File: src/common/lasc_consts.svh
`ifndef LASC_CONSTS_SVH
`define LASC_CONSTS_SVH

// Clock period in ps (200 MHz)
`define LASC_CLK_PERIOD_PS   5000
// Entry qualification interval in ns
`define LASC_QUAL_TIME_NS    1000000
`define LASC_QUAL_CYCLES     ((`LASC_QUAL_TIME_NS * 1000) / `LASC_CLK_PERIOD_PS)
// Upstream exit follow latency in ns
`define LASC_EXIT_LAT_NS     1000
`define LASC_EXIT_LAT_CYCLES ((`LASC_EXIT_LAT_NS * 1000) / `LASC_CLK_PERIOD_PS)
// Link control ASPM field encodings
`define LASC_ASPM_L1_BIT     1
// Number of downstream ports in the partition
`define LASC_NUM_DSP         4

`endif

File: src/common/lasc_pkg.sv
package lasc_pkg;

  typedef enum logic [1:0] {
    LASC_LINK_L0,
    LASC_LINK_L0S,
    LASC_LINK_L1,
    LASC_LINK_OTHER
  } lasc_link_e;

  typedef enum logic [2:0] {
    LASC_ST_ACTIVE,
    LASC_ST_US_REQ,
    LASC_ST_DS_ACK,
    LASC_ST_L1,
    LASC_ST_EXIT
  } lasc_state_e;

  // Transmit and receive side activity of this port
  typedef struct packed {
    logic tlp_pending;
    logic dllp_pending;
    logic acknak_pending;
    logic replay_empty;
    logic rx_tlp_seen;
    logic rx_dllp_seen;
    logic credits_ok;
    logic tlp_sched;
  } lasc_port_act_s;

  // Status of one downstream port as seen by the upstream port
  typedef struct packed {
    logic in_l1;
    logic exit_start;
    logic low_power;
    logic link_down;
  } lasc_dsp_stat_s;

endpackage

File: src/hdl/lasc_l1_ctrl.sv
`timescale 1ns/1ps
`include "lasc_consts.svh"
// Function
// - Downstream mode accepts L1 request only if enabled and no TLP/ACK/NAK pending
// - Downstream mode rejects L1 request when any acceptance condition fails
// - Upstream mode needs entry conditions held continuously for 1 ms
// - Upstream requests L1 only while link is in L0 or L0s
// - Partner ack enters L1; partner nak falls back to L0s attempt
// - Upstream needs L1 enabled and all active downstream ports in L1
// - Upstream needs no TLP, no DLLP pending and empty replay buffer
// - Upstream needs receiver idle for the whole 1 ms interval
// - Upstream needs credits for largest packet of each type
// - Upstream exits L1 on scheduled TLP or downstream port exit start
// - Upstream starts exit within 1 us of a downstream exit start
// - ASPM L1 enabled by link control register field; hardware does rest
// - Only the upstream-facing component initiates; downstream only answers
// - Accept sends Ack DLLPs until partner idles or a TLP is scheduled; reject sends a Nak every cycle the request is seen
// - Downstream exits L1 on scheduled TLP or upstream port exit start
module lasc_l1_ctrl
  import lasc_pkg::*;
(
  // Clock and reset
  input  wire logic                     i_ref_clk,
  input  wire logic                     i_reset_n,
  input  wire logic                     i_clk_en,
  // Mode and link control register ASPM field
  input  wire logic                     i_upstream_mode,
  input  wire logic [1:0]               i_aspm_ctl,
  input  wire lasc_link_e               i_link_state,
  // Port activity
  input  wire lasc_port_act_s           i_act,
  // Partner handshake
  input  wire logic                     i_partner_l1_req,
  input  wire logic                     i_partner_ack,
  input  wire logic                     i_partner_nak,
  input  wire logic                     i_partner_elec_idle,
  // Partition peers
  input  wire lasc_dsp_stat_s [`LASC_NUM_DSP-1:0] i_dsp_stat,
  input  wire logic                     i_usp_exit_start,
  // Link side requests
  output logic                          o_send_l1_req,
  output logic                          o_send_req_ack,
  output logic                          o_send_nak,
  output logic                          o_try_l0s,
  output logic                          o_start_exit,
  // Status to partition peers
  output logic                          o_in_l1,
  output logic                          o_exit_start
);

  localparam int QW = $clog2(`LASC_QUAL_CYCLES + 1);

  lasc_state_e      state_q, state_d;
  logic [QW-1:0]    qual_cnt_q, qual_cnt_d;
  logic             req_q, req_d, ack_q, ack_d, nak_q, nak_d;
  logic             l0s_q, l0s_d, exit_q, exit_d;
  logic             l1_en, cond_ok, qualified, dsp_l1_ok, dsp_exit;
  logic [`LASC_NUM_DSP-1:0] dsp_ok_vec, dsp_exit_vec;

  assign l1_en = i_aspm_ctl[`LASC_ASPM_L1_BIT];

  // Per downstream port: idle in L1, or excluded when low power or down
  genvar g;
  generate
    for (g = 0; g < `LASC_NUM_DSP; g++) begin : g_dsp
      assign dsp_ok_vec[g] = i_dsp_stat[g].in_l1 |
                             i_dsp_stat[g].low_power |
                             i_dsp_stat[g].link_down;
      assign dsp_exit_vec[g] = i_dsp_stat[g].exit_start;
    end
  endgenerate
  assign dsp_l1_ok = &dsp_ok_vec;
  assign dsp_exit  = |dsp_exit_vec;

  // Any received TLP or DLLP breaks idleness and restarts the interval
  assign cond_ok = l1_en & dsp_l1_ok &
                   ~i_act.tlp_pending & ~i_act.dllp_pending &
                   i_act.replay_empty &
                   ~i_act.rx_tlp_seen & ~i_act.rx_dllp_seen &
                   i_act.credits_ok;
  assign qualified = (qual_cnt_q == QW'(`LASC_QUAL_CYCLES));

  always_comb begin
    state_d    = state_q;
    qual_cnt_d = qual_cnt_q;
    req_d      = 1'b0;
    ack_d      = 1'b0;
    nak_d      = 1'b0;
    l0s_d      = 1'b0;
    exit_d     = 1'b0;
    if (!i_upstream_mode || !cond_ok) begin
      qual_cnt_d = '0;
    end else if (!qualified) begin
      qual_cnt_d = qual_cnt_q + QW'(1);
    end
    case (state_q)
      LASC_ST_ACTIVE: begin
        if (i_upstream_mode) begin
          if (qualified && cond_ok &&
              (i_link_state == LASC_LINK_L0 ||
               i_link_state == LASC_LINK_L0S)) begin
            state_d = LASC_ST_US_REQ;
            req_d   = 1'b1;
          end
        end else if (i_partner_l1_req) begin
          if (l1_en && !i_act.tlp_pending && !i_act.acknak_pending) begin
            state_d = LASC_ST_DS_ACK;
            ack_d   = 1'b1;
          end else begin
            nak_d = 1'b1;
          end
        end
      end
      LASC_ST_US_REQ: begin
        // Exit causes abort the request rather than racing the partner
        if (i_act.tlp_sched || dsp_exit || !i_upstream_mode) begin
          state_d = LASC_ST_ACTIVE;
          qual_cnt_d = '0;
        end else if (i_partner_ack) begin
          state_d = LASC_ST_L1;
        end else if (i_partner_nak) begin
          state_d    = LASC_ST_ACTIVE;
          qual_cnt_d = '0;
          l0s_d      = 1'b1;
        end else begin
          req_d = 1'b1;
        end
      end
      LASC_ST_DS_ACK: begin
        if (i_partner_elec_idle) begin
          state_d = LASC_ST_L1;
        end else if (i_act.tlp_sched) begin
          state_d = LASC_ST_ACTIVE;
        end else begin
          ack_d = 1'b1;
        end
      end
      LASC_ST_L1: begin
        if (i_upstream_mode ? (i_act.tlp_sched || dsp_exit)
                            : (i_act.tlp_sched ||
                               i_usp_exit_start)) begin
          state_d = LASC_ST_EXIT;
          exit_d  = 1'b1;
        end
      end
      LASC_ST_EXIT: begin
        state_d    = LASC_ST_ACTIVE;
        qual_cnt_d = '0;
      end
      default: begin
        state_d = LASC_ST_ACTIVE;
      end
    endcase
  end

  always_ff @(posedge i_ref_clk or negedge i_reset_n) begin
    if (!i_reset_n) begin
      state_q    <= LASC_ST_ACTIVE;
      qual_cnt_q <= '0;
      req_q      <= 1'b0;
      ack_q      <= 1'b0;
      nak_q      <= 1'b0;
      l0s_q      <= 1'b0;
      exit_q     <= 1'b0;
    end else if (i_clk_en) begin
      state_q    <= state_d;
      qual_cnt_q <= qual_cnt_d;
      req_q      <= req_d;
      ack_q      <= ack_d;
      nak_q      <= nak_d;
      l0s_q      <= l0s_d;
      exit_q     <= exit_d;
    end
  end

  // In-L1 status is a registered level; exit start a one-cycle pulse
  logic in_l1_q;
  always_ff @(posedge i_ref_clk or negedge i_reset_n) begin
    if (!i_reset_n) begin
      in_l1_q <= 1'b0;
    end else if (i_clk_en) begin
      in_l1_q <= (state_d == LASC_ST_L1);
    end
  end

  assign o_send_l1_req  = req_q;
  assign o_send_req_ack = ack_q;
  assign o_send_nak     = nak_q;
  assign o_try_l0s      = l0s_q;
  assign o_start_exit   = exit_q;
  assign o_exit_start   = exit_q;
  assign o_in_l1        = in_l1_q;

  a_ds_accept: assert property (@(posedge i_ref_clk) disable iff (!i_reset_n)
    i_clk_en && !i_upstream_mode && state_q == LASC_ST_ACTIVE &&
    i_partner_l1_req && l1_en && !i_act.tlp_pending &&
    !i_act.acknak_pending |=> o_send_req_ack)
    else $error("accept not sent");

  a_ds_reject: assert property (@(posedge i_ref_clk) disable iff (!i_reset_n)
    i_clk_en && !i_upstream_mode && state_q == LASC_ST_ACTIVE &&
    i_partner_l1_req && (!l1_en || i_act.tlp_pending ||
    i_act.acknak_pending) |=> o_send_nak && !o_send_req_ack)
    else $error("reject not sent");

  a_us_qual_req: assert property (@(posedge i_ref_clk)
    disable iff (!i_reset_n)
    $rose(o_send_l1_req) |-> i_upstream_mode &&
    $past(qual_cnt_q) == QW'(`LASC_QUAL_CYCLES))
    else $error("request before full interval");

  a_us_link_l0: assert property (@(posedge i_ref_clk)
    disable iff (!i_reset_n)
    $rose(o_send_l1_req) |-> $past(i_link_state == LASC_LINK_L0 ||
    i_link_state == LASC_LINK_L0S))
    else $error("request outside L0/L0s");

  a_us_nak_l0s: assert property (@(posedge i_ref_clk)
    disable iff (!i_reset_n)
    i_clk_en && state_q == LASC_ST_US_REQ && !i_act.tlp_sched &&
    !dsp_exit && i_upstream_mode && !i_partner_ack && i_partner_nak
    |=> o_try_l0s && !o_send_l1_req)
    else $error("no L0s fallback");

  a_qual_restart: assert property (@(posedge i_ref_clk)
    disable iff (!i_reset_n)
    i_clk_en && !cond_ok |=> qual_cnt_q == '0)
    else $error("qualification not restarted");

  a_us_exit_lat: assert property (@(posedge i_ref_clk)
    disable iff (!i_reset_n)
    i_clk_en && i_upstream_mode && state_q == LASC_ST_L1 && dsp_exit
    |=> o_start_exit)
    else $error("exit latency exceeded");

  a_ds_exit: assert property (@(posedge i_ref_clk) disable iff (!i_reset_n)
    i_clk_en && !i_upstream_mode && state_q == LASC_ST_L1 &&
    (i_act.tlp_sched || i_usp_exit_start) |=> o_exit_start ##1
    !o_exit_start)
    else $error("downstream exit missing");

  // Only the downstream-facing role answers partner requests
  a_us_no_answer: assert property (@(posedge i_ref_clk)
    disable iff (!i_reset_n)
    i_clk_en && i_upstream_mode && state_q == LASC_ST_ACTIVE
    |=> !o_send_nak && !o_send_req_ack)
    else $error("upstream answered request");

  a_ds_no_init: assert property (@(posedge i_ref_clk)
    disable iff (!i_reset_n)
    i_clk_en && !i_upstream_mode && state_q == LASC_ST_ACTIVE
    |=> !o_send_l1_req)
    else $error("downstream initiated L1");

  // Acks must keep flowing, a gap could look like a withdrawn accept
  a_ack_until_idle: assert property (@(posedge i_ref_clk)
    disable iff (!i_reset_n)
    i_clk_en && state_q == LASC_ST_DS_ACK && !i_partner_elec_idle &&
    !i_act.tlp_sched |=> o_send_req_ack)
    else $error("ack stream broken");

  a_ds_idle_l1: assert property (@(posedge i_ref_clk)
    disable iff (!i_reset_n)
    i_clk_en && state_q == LASC_ST_DS_ACK && i_partner_elec_idle
    |=> o_in_l1 && !o_send_req_ack)
    else $error("no L1 after partner idle");

  a_us_ack_l1: assert property (@(posedge i_ref_clk)
    disable iff (!i_reset_n)
    i_clk_en && state_q == LASC_ST_US_REQ && i_upstream_mode &&
    !i_act.tlp_sched && !dsp_exit && i_partner_ack
    |=> o_in_l1 && !o_send_l1_req)
    else $error("no L1 after partner ack");

  a_l0s_pulse: assert property (@(posedge i_ref_clk)
    disable iff (!i_reset_n)
    i_clk_en && o_try_l0s |=> !o_try_l0s)
    else $error("fallback pulse too long");

  a_us_exit_sched: assert property (@(posedge i_ref_clk)
    disable iff (!i_reset_n)
    i_clk_en && i_upstream_mode && state_q == LASC_ST_L1 &&
    i_act.tlp_sched |=> o_start_exit)
    else $error("no exit on scheduled TLP");

  a_us_need_peers: assert property (@(posedge i_ref_clk)
    disable iff (!i_reset_n)
    $rose(o_send_l1_req) |-> $past(l1_en && dsp_l1_ok))
    else $error("request with active peers");

  // Transmit, receive and credit checks all fold into cond_ok
  a_us_tx_idle: assert property (@(posedge i_ref_clk)
    disable iff (!i_reset_n)
    $rose(o_send_l1_req) |-> $past(cond_ok))
    else $error("request while port busy");

  // Peers sample the exit flag as a pulse, a level would retrigger them
  a_exit_pulse: assert property (@(posedge i_ref_clk)
    disable iff (!i_reset_n)
    i_clk_en && o_exit_start |=> !o_exit_start)
    else $error("exit status too long");

endmodule // lasc_l1_ctrl

File: config.mk
export PLATFORM = sky130hd
export DESIGN_NAME = lasc_l1_ctrl
export DESIGN_NICKNAME = d
export VERILOG_FILES = /design/src/common/lasc_pkg.sv /design/src/hdl/lasc_l1_ctrl.sv
export VERILOG_INCLUDE_DIRS = /design/src /design/src/common
export SDC_FILE = /design/constraint.sdc
export NUM_CORES = 1
export LEC_CHECK = 0
export ABC_AREA = 1
export BUFFER_PORTS_ARGS = -buffer_cell sky130_fd_sc_hd__buf_2
export CORE_AREA = 2 2 63 65
export DETAILED_ROUTE_END_ITERATION = 10
export DIE_AREA = 0 0 65 67
export PLACE_DENSITY = 0.78
export SLEW_MARGIN = 15
export SYNTH_ARGS = -nofsm -noshare
export SYNTH_HDL_FRONTEND = slang
export SYNTH_SLANG_ARGS = --single-unit
File: constraint.sdc
create_clock -name i_ref_clk -period 4.5 [get_ports i_ref_clk]
set_input_delay 0.225 -clock i_ref_clk [delete_from_list [all_inputs] [get_ports i_ref_clk]]
set_output_delay 0.225 -clock i_ref_clk [all_outputs]
set_load 0.01 [all_outputs]
Word-level counts from Yosys, hierarchy flattened --
Cells that the tools add are included.
Storage, ports and cells: register bits after elaboration 27, bits of input ports 37, word-level logic and storage cells 92
Operators by class: add/sub/neg operators 1, eq/ne operators 7, muxes and demuxes 40, bitwise logic cells 19, reductions and logical operators 17
Operators by type and width (count):
- $mux W18 | 5
- $pmux W18 S2 | 1
- $mux W3 | 10
- $mux W1 | 21
- $add A18 B1 Y18 const B | 1
- $eq A18 B18 Y1 const B | 1
- $pmux W3 S4 | 1
- $eq A3 B2 Y1 const B | 3
- $or A1 B1 Y1 | 8
- $and A1 B1 Y1 | 7
- $logic_or A1 B1 Y1 | 5
- $logic_and A1 B1 Y1 | 4
- $logic_not A1 Y1 | 4
- $not A1 Y1 | 4
- $pmux W1 S2 | 2
- $reduce_and A4 Y1 | 1
- $reduce_or A4 Y1 | 1
- $eq A3 B1 Y1 const B | 1
- $eq A3 B3 Y1 const B | 1
- $logic_not A3 Y1 | 1
- $eq A2 B1 Y1 const B | 1
- $logic_not A2 Y1 | 1

Logic depth before layout (Yosys ltp) --
word-level depth 17, depth in mapped cells 12

Worst setup path before layout --
OpenSTA, ideal clock, no wires.
path type reg-to-reg, from register qual_cnt_q[0], to register in_l1_q (netlist: o_in_l1), setup time 65 ps, arrival 1346 ps, data required time 4435 ps, path slack 3089 ps, stages on the path, launching flop included 13, path buffers 0, cell sequence dfrtp_1 > inv_1 > ha_1 > inv_1 > nor2_1 > nand3_2 > nor2_4 > nand2_4 > nor2_4 > nand3_2 > nand2_2 > nand2_1 > nand2_1
On the way: longest elaborated chain between the ends 7
RTL lines:
- start, declared | line lasc_l1_ctrl.sv:54 | logic [QW-1:0] qual_cnt_q, qual_cnt_d;
- start signal, assigned | line lasc_l1_ctrl.sv:167 | qual_cnt_q <= qual_cnt_d;
- $eq A18 B18 Y1 | line lasc_l1_ctrl.sv:81 | assign qualified = (qual_cnt_q == QW'(`LASC_QUAL_CYCLES));
- $logic_and A1 B1 Y1 (2 in a row) | line lasc_l1_ctrl.sv:99 | if (qualified && cond_ok &&
- $mux W3 | line lasc_l1_ctrl.sv:99
- $mux W3 | line lasc_l1_ctrl.sv:98 | if (i_upstream_mode) begin
- $pmux W3 S4 | line lasc_l1_ctrl.sv:96 | case (state_q)
- $eq A3 B2 Y1 | line lasc_l1_ctrl.sv:182 | in_l1_q <= (state_d == LASC_ST_L1);
- end signal, assigned | line lasc_l1_ctrl.sv:182
- end, declared | line lasc_l1_ctrl.sv:177 | logic in_l1_q;
No other way between the ends. A chain may end at the register's enable or synchronous reset.

Worst setup path after layout --
Same ends and word-level chain as after synthesis.

==> results by group <==
Outcome
  – Outcome: complete, no violations

Timing
  – Finish-stage setup viols: 0
  – Final Critical Period: approximately 1.6 ns
  – Slew @ Worst Pin: 0.591 ns
  – Slew Limit Fails: 0
  – Final Hold Vio Count: 0
  – RSZ-0062 raised after global routing: no
  – Hold WS: between 0.2 and 0.25 ns
  – Clock skew: between 0.002 and 0.0025 ns
  – Tcrit/Tclk final: 0.359
  – Worst relative slew slack: 0.606
  – Total Neg Setup Slack: 0 ns
  – Max frequency: 619 MHz

Clock network
  – Post-cts sizing count: 0
  – Latest clock arrival within the worst-skew pair: 0.28 ns
  – # Post-CTS Setup Buffers: 0
  – Clock transition at path regs: 0.10 ns
  – CTS tree: built
  – Clk buf depth: 2
  – Num CTS Buffers: 3
  – Clock sink count: 27
  – H-tree depth: 1
  – Hold buffer count at CTS: 1
  – Clock Tree Root: clkbuf_8

Logic synthesis
  – Async set-reset flop share out of synthesis: 1.00
  – Dominant cell type by area after synthesis: dfrtp_1
  – Largest family of logic cells by synthesized area: simple AND/OR/NAND/NOR gates
  – Post-Syn Nets: 311
  – Flops & latches, synth: 27
  – Synth Area per Inst: slightly above 7 µm²
  – Area contributors post-synth: dfrtp_1 (35%), nand2_1 (15%), inv_1 (5.8%)
  – Post-Synth XOR/XNOR Area: 0.0272
  – Distinct cells, synth: 38
  – Synth Warn #: 0
  – Number of synthesized flops with an enable pin: 0
  – Yosys top cell area share: 0.350
  – Mapped cell area: around 1900 µm²
  – Register area share after synthesis: 0.350
  – Primary FF master, synth: dfrtp_1
  – Compound-cell area share of the yosys netlist: 0.0759
  – Post-synthesis adder-cell area fraction: 0.0130
  – Multiplexer area fraction after synthesis: 0
  – Post-synthesis simple-gate area fraction: 0.433
  – Post-Synthesis Cells: 272

Finish
  – P&R area growth vs syn: 14.4%
  – Share of cells above drive strength 1: 0.269
  – Number of diodes: 0
  – # fillers: about 340
  – Layout Nets: ~350
  – Most common cell after layout, fill and taps aside: nand2_1
  – Commonest non-fill, non-tap cells in the layout: nand2_1 (78), buf_2 (41), inv_1 (30)

Drt
  – Via density: roughly 5.0
  – DRC viols: 0
  – Routed wire length: between 4 and 5 mm
  – Initial DRC count: 96
  – Detailed-route wire length per cell: approximately 11 µm
  – Post-route antenna net violation count: 0
  – Via count: 1788
  – Detailed Routing Iterations Pass 1: 4

Floorplanning
  – Die area: between 4000 and 5000 µm²
  – Initial Utilization: 0.535
  – Die H: roughly 67 µm
  – Placement Rows: 22
  – Number of placed I/O pins: 44
  – Die X: roughly 65 µm
  – Core area: about 3600 µm²

Critical path
  – Worst Path Arrival: 1.84 ns
  – CP Cell Sequence: inv_1 > ha_1 > inv_1 > nor2_1 > nand3_2 > nor2_4 > nand2_4 > nor2_4 > nand3_2 > nand2_2 > nand2_1 > nand2_1
  – Startpoint types: flip-flop
  – Crit path max fanout: 6
  – Worst reg2reg path depth: 12
  – Largest stage delay, worst path: ~0.41 ns
  – CP max-delay cell: dfrtp_1
  – CP Capture Type: flip-flop
  – Critical path type: flip-flop to flip-flop
  – Worst EP required: approximately 4.7 ns

Worst hold path
  – Hold path depth: 3
  – Worst Hold Class: primary input to flip-flop

GRT
  – First-pass GRT wire length: ~7 mm
  – Vias in the first global route: 1700
  – GRT busiest layer: met2
  – Met3 Use GR: 0.0304
  – Met2 Resource Use GR: 0.381
  – GRT overflow: 0
  – Largest net degree at the start of global routing: 28
  – Global routing met1 resource utilization: 0.256
  – Antenna violations before repair: 0
  – Total GRT Usage: 0.210

Power and ir drop
  – Worst VDD drop: about 0.095 mV
  – Leak pwr: approximately 1.1 nW
  – PD cells: between 200 and 250 nW/µm²

Place
  – Final Wtd Congestion: between 0.8 and 0.9
  – Detailed placement HPWL: slightly above 3 mm
  – Port Buffer Count: between 40 and 50

Run
  – Max-Cap Viols: 0
-- layout make-up --
type                    count  area, µm²  share of cell area
clock buffers               3       41.3              0.0187
multi-input cells         200       1060               0.480
inverters                  39        148              0.0669
well taps                  48       60.1              0.0272
clock inverters             1       7.51             0.00340
repair buffers             42        215              0.0975
flip-flops and latches     27        676               0.306
-- Yosys cell counts, types with 2 or more instances --
cell type / instances
nor2_2: 7
nor2_4: 5
o21ai_0: 3
inv_1: 30
nand3b_1: 3
o22ai_1: 2
o21bai_1: 2
dfrtp_1: 27
inv_2: 7
a21oi_1: 6
buf_2: 2
nand4_1: 6
nor2_1: 28
nand2_2: 8
nand2_1: 78
o21ai_1: 4
nand3_2: 4
nor3_1: 4
xor2_1: 5
nand3_1: 21
ha_1: 2
a21boi_2: 2
-- registers in the layout (all words and copies together), names as in the netlist --
register	flops
o_in_l1	1
o_try_l0s	1
o_send_nak	1
state_q	3
o_exit_start	1
o_send_req_ack	1
o_send_l1_req	1
qual_cnt_q	18
-- worst max-delay path, delay by kind of cell (launching register included) --
family / cells / cell delay (ns)
adders and majority gates: 1 / 0.16
buffers and inverters: 2 / 0.16
DFF: 1 / 0.41
and+or+nand+nor: 9 / 0.81
-- stage by stage --
step	total power [mW]	area [µm²]	util	std cells	setup WS, ns
after floorplan	0.286	1930	-	272	3.09
after global placement	0.311	2150	0.596	355	2.98
after detailed placement	0.312	2150	0.596	355	2.93
after CTS	0.453	2210	0.612	360	2.87
after global routing	0.472	2210	0.612	360	2.73
final	0.453	2210	0.612	360	2.89
-- worst paths after layout --
check / from / endpoint / slack [ns]
min reg2reg: o_send_nak$_DFFE_PN0P_ / o_send_nak$_DFFE_PN0P_ / 0.48
max in group asynchronous: i_reset_n / qual_cnt_q[17]$_DFFE_PN0P_ / 3.65
min in group asynchronous: i_reset_n / o_try_l0s$_DFFE_PN0P_ / 0.47
max reg2reg: qual_cnt_q[0]$_DFFE_PN0P_ / o_in_l1$_DFFE_PN0P_ / 2.89
min: i_partner_l1_req / o_send_nak$_DFFE_PN0P_ / 0.23
max: qual_cnt_q[0]$_DFFE_PN0P_ / o_in_l1$_DFFE_PN0P_ / 2.89
-- logic make-up after synthesis --
family	after synthesis
and+or+nand+nor	169
buffers and inverters	45
DFF	27
AOI/OAI and AO/OA	23
xor gates and xnor gates	6
adders and majority gates	2
-- power breakdown --
group | total, mW | internal (mW) | switching, mW
clock network | 0.145 | 0.0630 | 0.0823
logic | 0.0593 | 0.0228 | 0.0364
registers | 0.248 | 0.246 | 0.00217
-- metal layers --
metal,part of all wire,vias up
met5,0,-
met3,0.044,5
met1,0.46,799
met2,0.48,51
met4,0.013,0
li1,-,933
Power figures use the tool's default switching activity.
